**src/aprv_pkg.sv**
```systemverilog
// Summary of operation
// (RULE1) six hardware-set pair ready flags sit at status bits 5 down to 0
// (RULE2) writing zero to a ready flag clears it; only hardware sets flags
// (RULE3) unimplemented bits read zero: status 15-6, base bit 0, config 15-12
// (RULE4) base bits 15-1 hold software jump-table start, zero after reset
// (RULE5) base read returns stored base plus encoded ready value
// (RULE6) encoder picks lowest-numbered set flag; pair 0 highest priority
// (RULE7) encoded index shifted left two bits before addition
// (RULE8) config bit one: digital mode, read input on, mux to analog ground
// (RULE9) config bit zero, reset state: analog mode, read input off, pin sampled
// (RULE10) each pair raises its own conversion-complete interrupt
// (RULE11) no flag set: encoded term zero, base read returns stored value
package aprv_pkg;
	localparam int REG_W = 16;
	localparam int PAIRS = 6;
	localparam int PINS = 12;
	localparam int ADDR_W = 4;
	// ----------------------------------------
	// register byte offsets
	// ----------------------------------------
	localparam logic [ADDR_W-1:0] OFS_STATUS = 4'h0;
	localparam logic [ADDR_W-1:0] OFS_BASE = 4'h4;
	localparam logic [ADDR_W-1:0] OFS_PINSEL = 4'h8;
	// ----------------------------------------
	// field layout and reset values
	// ----------------------------------------
	localparam logic [REG_W-1:0] STATUS_MASK = 16'h003F;
	localparam logic [REG_W-1:0] BASE_MASK = 16'hFFFE;
	localparam logic [REG_W-1:0] PINSEL_MASK = 16'h0FFF;
	localparam logic [REG_W-1:0] BASE_RST = 16'h0000;
	localparam logic [REG_W-1:0] PINSEL_RST = 16'h0000;
	localparam logic [PAIRS-1:0] READY_RST = 6'h00;
	localparam int ENC_SHIFT = 2;
	localparam logic [31:0] UNMAPPED_DATA = 32'h00000000;
endpackage

```
**src/aprv_regs.sv**
```systemverilog
// The implementer's own choices: the Avalon-MM slave port and the address map.
module aprv_regs
	import aprv_pkg::*;
#(
	parameter int NPAIR = PAIRS,
	parameter int NPIN = PINS
) (
	input wire logic CLK,
	input wire logic RST_N,
	input wire logic [ADDR_W-1:0] AVS_ADDRESS,
	input wire logic AVS_READ,
	input wire logic AVS_WRITE,
	input wire logic [31:0] AVS_WRITEDATA,
	input wire logic [3:0] AVS_BYTEENABLE,
	output logic [31:0] AVS_READDATA,
	output logic AVS_WAITREQUEST,
	input wire logic [NPAIR-1:0] PAIR_DATA_READY,
	output logic [NPAIR-1:0] PAIR_DONE_INTERRUPTS,
	output logic [NPIN-1:0] PIN_DIGITAL_MODE,
	output logic [NPIN-1:0] PIN_READ_ENABLE,
	output logic [NPIN-1:0] MUX_TO_ANALOG_GROUND
);
	initial begin
		if (NPAIR != PAIRS || NPIN != PINS) begin
			$error("aprv_regs: pair or pin count unsupported by register layout");
		end
	end

	// ----------------------------------------
	// bus decode
	// ----------------------------------------
	logic [NPAIR-1:0] pair_ready_flag;
	logic [REG_W-1:0] service_table_base;
	logic [NPIN-1:0] pin_mode_bits;
	logic [NPAIR-1:0] ready_prev;
	logic rd_done;
	logic [31:0] rdata;
	logic [NPAIR-1:0] next_ready;
	logic [REG_W-1:0] next_base;
	logic [NPIN-1:0] next_pins;
	logic [REG_W-1:0] enc_term;
	logic [REG_W-1:0] status_view;
	logic [REG_W-1:0] base_view;
	logic [REG_W-1:0] pinsel_view;
	logic [31:0] read_mux;

	wire sel_status = AVS_ADDRESS == OFS_STATUS;
	wire sel_base = AVS_ADDRESS == OFS_BASE;
	wire sel_pinsel = AVS_ADDRESS == OFS_PINSEL;
	wire wr_lo = AVS_WRITE && AVS_BYTEENABLE[0];
	wire wr_hi = AVS_WRITE && AVS_BYTEENABLE[1];

	function automatic logic [REG_W-1:0] merge16(input logic [REG_W-1:0] old, input logic [31:0] wd,
		input logic lo, input logic hi);
		merge16 = {hi ? wd[15:8] : old[15:8], lo ? wd[7:0] : old[7:0]};
	endfunction

	// writes complete at once; reads wait one cycle for registered data
	assign AVS_WAITREQUEST = AVS_READ && !rd_done;

	// ----------------------------------------
	// ready flags
	// ----------------------------------------
	generate
		for (genvar p = 0; p < NPAIR; p++) begin : g_flag
			wire clr = sel_status && wr_lo && !AVS_WRITEDATA[p]; // see (RULE2)
			// a new result in the clearing cycle keeps the flag set
			assign next_ready[p] = PAIR_DATA_READY[p] | (pair_ready_flag[p] & ~clr); // see (RULE1)
		end
	endgenerate

	assign next_base = (sel_base && AVS_WRITE) ?
		(merge16(service_table_base, AVS_WRITEDATA, wr_lo, wr_hi) & BASE_MASK) : service_table_base; // see (RULE4)
	assign next_pins = (sel_pinsel && AVS_WRITE) ?
		NPIN'(merge16(REG_W'(pin_mode_bits), AVS_WRITEDATA, wr_lo, wr_hi) & PINSEL_MASK) : pin_mode_bits;

	always_ff @(posedge CLK or negedge RST_N) begin
		if (!RST_N) begin
			pair_ready_flag <= READY_RST;
			service_table_base <= BASE_RST;
			pin_mode_bits <= NPIN'(PINSEL_RST);
			ready_prev <= READY_RST;
		end else begin
			pair_ready_flag <= next_ready;
			service_table_base <= next_base;
			pin_mode_bits <= next_pins;
			ready_prev <= pair_ready_flag;
		end
	end

	// ----------------------------------------
	// vector encoder and read path
	// ----------------------------------------
	aprv_prio_enc #(.N(NPAIR)) u_enc (
		.req(pair_ready_flag),
		.term(enc_term)
	);

	assign status_view = REG_W'(pair_ready_flag) & STATUS_MASK; // see (RULE3)
	assign base_view = (service_table_base + enc_term) & BASE_MASK; // see (RULE5) see (RULE3)
	assign pinsel_view = REG_W'(pin_mode_bits) & PINSEL_MASK; // see (RULE3)
	assign read_mux = sel_status ? {16'h0000, status_view} :
		sel_base ? {16'h0000, base_view} :
		sel_pinsel ? {16'h0000, pinsel_view} : UNMAPPED_DATA;

	always_ff @(posedge CLK or negedge RST_N) begin
		if (!RST_N) begin
			rd_done <= 1'b0;
			rdata <= 32'h00000000;
		end else begin
			rd_done <= AVS_READ && !rd_done;
			rdata <= read_mux;
		end
	end

	assign AVS_READDATA = rdata;

	// ----------------------------------------
	// pin mode and pair interrupts
	// ----------------------------------------
	assign PIN_DIGITAL_MODE = pin_mode_bits; // see (RULE8) see (RULE9)
	assign PIN_READ_ENABLE = pin_mode_bits; // see (RULE8) see (RULE9)
	assign MUX_TO_ANALOG_GROUND = pin_mode_bits; // see (RULE8)
	// one-cycle pulse when a pair flag rises
	assign PAIR_DONE_INTERRUPTS = pair_ready_flag & ~ready_prev; // see (RULE10)

	// ----------------------------------------
	// checks
	// ----------------------------------------
	chk_flag_set: assert property (@(posedge CLK) disable iff (!RST_N) // see (RULE1)
		PAIR_DATA_READY[0] |=> pair_ready_flag[0]) else $error("ready flag not set");
	chk_flag_clear: assert property (@(posedge CLK) disable iff (!RST_N) // see (RULE2)
		(sel_status && wr_lo && !AVS_WRITEDATA[1] && !PAIR_DATA_READY[1]) |=> !pair_ready_flag[1])
		else $error("ready flag not cleared");
	chk_flag_hold: assert property (@(posedge CLK) disable iff (!RST_N) // see (RULE2)
		(!$past(PAIR_DATA_READY[2]) && !$past(pair_ready_flag[2])) |-> !pair_ready_flag[2])
		else $error("ready flag set without cause");
	chk_unimpl_zero: assert property (@(posedge CLK) disable iff (!RST_N) // see (RULE3)
		(rd_done && !$past(sel_base) && !$past(sel_status) && $past(sel_pinsel)) |-> rdata[31:12] == 20'h00000)
		else $error("unimplemented bits nonzero");
	chk_base_bit0: assert property (@(posedge CLK) disable iff (!RST_N) // see (RULE4)
		service_table_base[0] == 1'b0) else $error("base bit 0 set");
	chk_vector_sum: assert property (@(posedge CLK) disable iff (!RST_N) // see (RULE5)
		(pair_ready_flag[0] && sel_base) |-> base_view == (service_table_base & BASE_MASK))
		else $error("pair 0 vector wrong");
	chk_prio_low: assert property (@(posedge CLK) disable iff (!RST_N) // see (RULE6)
		(pair_ready_flag == 6'h30) |-> enc_term == 16'h0010) else $error("priority wrong");
	chk_no_flag: assert property (@(posedge CLK) disable iff (!RST_N) // see (RULE11)
		(pair_ready_flag == 6'h00) |-> enc_term == 16'h0000) else $error("empty encode nonzero");
	chk_read_wait: assert property (@(posedge CLK) disable iff (!RST_N)
		(AVS_READ && !rd_done) |-> AVS_WAITREQUEST ##1 (rd_done && !AVS_WAITREQUEST))
		else $error("read latency wrong");
	chk_irq_pulse: assert property (@(posedge CLK) disable iff (!RST_N) // see (RULE10)
		(PAIR_DATA_READY[3] && !pair_ready_flag[3]) |=> PAIR_DONE_INTERRUPTS[3] ##1 !PAIR_DONE_INTERRUPTS[3])
		else $error("pair interrupt pulse wrong");
endmodule

```
**src/aprv_prio_enc.sv**
```systemverilog
module aprv_prio_enc
	import aprv_pkg::*;
#(
	parameter int N = PAIRS
) (
	input wire logic [N-1:0] req,
	output logic [REG_W-1:0] term
);
	initial begin
		if (N < 1 || N > 16) begin
			$error("aprv_prio_enc: N out of range");
		end
	end

	logic [REG_W-1:0] idx;

	// lowest set bit wins; loop runs downward so bit 0 is assigned last
	always_comb begin
		idx = '0;
		for (int i = N - 1; i >= 0; i--) begin
			if (req[i]) begin
				idx = REG_W'(i); // see (RULE6)
			end
		end
	end

	assign term = idx << ENC_SHIFT; // see (RULE7) see (RULE11)
endmodule

```
**config.mk**
```make
export PLATFORM = sky130hd
export DESIGN_NAME = aprv_regs
export DESIGN_NICKNAME = d
export VERILOG_FILES = /design/src/aprv_pkg.sv /design/src/aprv_regs.sv /design/src/aprv_prio_enc.sv
export SDC_FILE = /design/constraint.sdc
export NUM_CORES = 1
export LEC_CHECK = 0
export BUFFER_PORTS_ARGS = -buffer_cell sky130_fd_sc_hd__buf_2
export CAP_MARGIN = 15
export CELL_PAD_IN_SITES_DETAIL_PLACEMENT = 1
export CELL_PAD_IN_SITES_GLOBAL_PLACEMENT = 1
export CORE_MARGIN = 3
export CORE_UTILIZATION = 36
export CTS_BUF_LIST = sky130_fd_sc_hd__clkbuf_4
export CTS_CLUSTER_SIZE = 8
export DETAILED_ROUTE_END_ITERATION = 16
export PLACE_DENSITY_LB_ADDON = 0.1
export SYNTH_ARGS = -nofsm -noshare
export SYNTH_HDL_FRONTEND = slang
export SYNTH_SLANG_ARGS = --single-unit
```
**constraint.sdc**
```tcl
create_clock -name CLK -period 2.1 [get_ports CLK]
set_input_delay 0.525 -clock CLK [delete_from_list [all_inputs] [get_ports CLK]]
set_output_delay 0.525 -clock CLK [all_outputs]
set_load 0.01 [all_outputs]
```
==> run metrics <==
status=finished clean; detailed placement HPWL=5.10 mm; dpl cell area=3260 um2; Crit. End Element=flop; Worst EP required=about 2.4 ns; Syn. warnings=0; Initial Util=between 30% and 40%; final worst slack=0.0641 ns; Root Driver=clkbuf_4; P_sw=711 uW; Synth cell types=33; Final ANT Viol Nets=0; sw frac=26.9%; CTS Hold Buffers Added=0; Final #Nets=391; Hold Path Class=primary input to asynchronous set/reset pin; maximum vdd ir drop=0.296 mV; clk_skew=0.00447 ns; I/O pins=125; #FFs+latches synth=56; CTS tree=built; setup violators final=0; FMAX=491 MHz; WP data arrival=2.31 ns; Logic pwr share=19.1%; Tcrit/Tclk final=96.9%; Final Total Pwr=2640 uW; initial antenna violation count=0; # H-tree levels=2; largest net degree at the start of global routing=38; Int Pwr=1930 uW; Fin. Hold Viols=0; Remaining DRCs=0; most frequent cells in the layout=buf_2, dfrtp_1, mux2_2; Die W=around 93 um; Flop pwr share=~50%; Die H=~93 um; Pwr Density=767 nW/um2; Synth Instances=~240; share of layout cells above drive strength 1=between 40% and 50%; Wirelength per Cell=roughly 15 um; Rows=31; unrepaired setup endpoints after global routing=true; Die Footprint=between 8000 and 9000 um2; latest clock arrival within the worst-skew pair=0.37 ns; fin. max-slew vios=0; CTS Buf Count=5; Place WS=-0.00864 ns; Iter 0 DRT Violations=50; final instance count without filler cells=437; most used flip-flop cell after synthesis=dfrtp_1; leakage dissipation=0.00171 uW; clock share of power=31.2%; first-pass GRT wire length=around 11 mm; EDFF count, synth=0; total number of vias=2,044; diode count=0; Cell Area, Synth=about 2800 um2; vias in the first global route=roughly 2,100; Global Route Usage Sum=approximately 16%; # clock sinks=56; post-route cell area=around 3400 um2; Tmin final=2.04 ns; Crit Path Category=flop to flop; Placeable Area=7330 um2; final hold slack=between 0.07 and 0.08 ns; IO buf count=90; Mean Syn Cell Area=11.3 um2; CP Max Fanout=5; area grow syn2layout=25.1%; register area share after synthesis=50.9%; Synth async-reset ratio=100%; Inst Count DP=426; final wirelength=6.66 mm; max_cap viols=0; GP Congestion=roughly 0.79; First-pass DRT Iterations=3; vias per inst=4.68; Max Root-Sink Buffers=2; most common cell after layout, fill and taps aside=buf_2; GRT overflow=0; crit start category=flop; clock-pin slew on the worst setup and hold paths=0.15 ns
==> layer usage <==
| metal | track usage (%) | wire length (um) |
|---|---|---|
| met3 | 2.90 | 375 |
| met2 | 26.4 | 3200 |
| met4 | 4.03 | 73 |
| met1 | 21.4 | 3010 |
| met5 | 0 | 0 |
==> synthesized netlist by cell type (all sizes together), types with 2 or more instances <==
library cell   n  area share (%)
nor2          15             2.0
and4           2            0.64
and3           5             1.1
dfrtp         56              51
buf           44              12
mux2          27              11
mux2i          2            0.73
nand2b         8             1.8
nand4          6             1.4
ha             3             1.4
nand3          5            0.91
nor2b          6             1.4
nor3           2            0.36
xor2           6             1.9
inv            2            0.27
xnor2          3            0.95
o21ai         17             3.1
a21oi          9             1.6
nand2         15             2.0
nor4b          2             1.2
==> flip-flops by register name (all words and copies together) (netlist names) <==
name and cells:
AVS_READDATA 16, rd_done 1, MUX_TO_ANALOG_GROUND 12, ready_prev 6
service_table_base 15, pair_ready_flag 6
==> path summary, 6_finish.rpt <==
kind	startpoint	endpoint	slack [ns]	cells after the start
hold reg to reg	rd_done	rd_done	0.42	1
setup / recovery	pair_ready_flag[4]	AVS_READDATA[8]	0.06	10
setup reg to reg	pair_ready_flag[4]	AVS_READDATA[8]	0.06	10
hold / removal	RST_N	AVS_READDATA[0]	0.07	1
max in group asynchronous	RST_N	AVS_READDATA[13]	1.48	2
min in group CLK	PAIR_DATA_READY[1]	pair_ready_flag[1]	0.32	2
==> area by class of cell <==
cell class / count / area [um2]
sequential: 56 / 1400
inverter: 2 / 7.51
clock inverter: 3 / 90.1
multi-input combinational: 157 / 1110
timing repair buffer: 115 / 676
fill: 853 / 3880
clock buffer: 5 / 37.5
tap: 99 / 124
==> kinds of logic (layout without fill, tap and decap cells) <==
family | Yosys count | in the layout | synth area share (%)
compound gates | 31 | 31 | 6.13
xor+xnor | 9 | 9 | 2.86
fa+ha+maj | 4 | 4 | 2.09
buf+inv | 46 | 125 | 12.3
flops | 56 | 56 | 50.9
mux | 29 | 29 | 11.8
other cells | 1 | 16 | 0.136
simple gates | 68 | 68 | 13.9
==> power by group through the flow <==
stage                     Combinational, uW  Sequential, uW  Clock (uW)
after floorplan                         366            1340           0
after global placement                  493            1330           0
after detailed placement                503            1340           0
after CTS                               512            1320         852
after global routing                    561            1340         895
final                                   505            1320         824
==> critical path: stages (launching register included) <==
cell and delay [ns]:
dfrtp_1 0.44, nand2b_1 0.12, a21oi_1 0.07, nor2_1 0.09
nor2_1 0.05, ha_2 0.20, fa_2 0.36, a21o_4 0.24
nand4_1 0.10, xor2_1 0.17, o21ai_0 0.09
==> metrics by stage <==
stage / TNS [ns] / utilization, %
floorplan: 0 / -
global placement: 0 / 44.4
detailed placement: -0.00911 / 44.4
CTS: 0 / 46.5
global route: -0.114 / 47.0
finish: 0 / 47.0
==> what timing repair did <==
item	in CTS	in global routing
gates resized for setup	3	8
buffers inserted	2	1
setup endpoints to repair	6	10
pin swaps	2	0
Note: power is estimated with default switching activity, not from simulation.
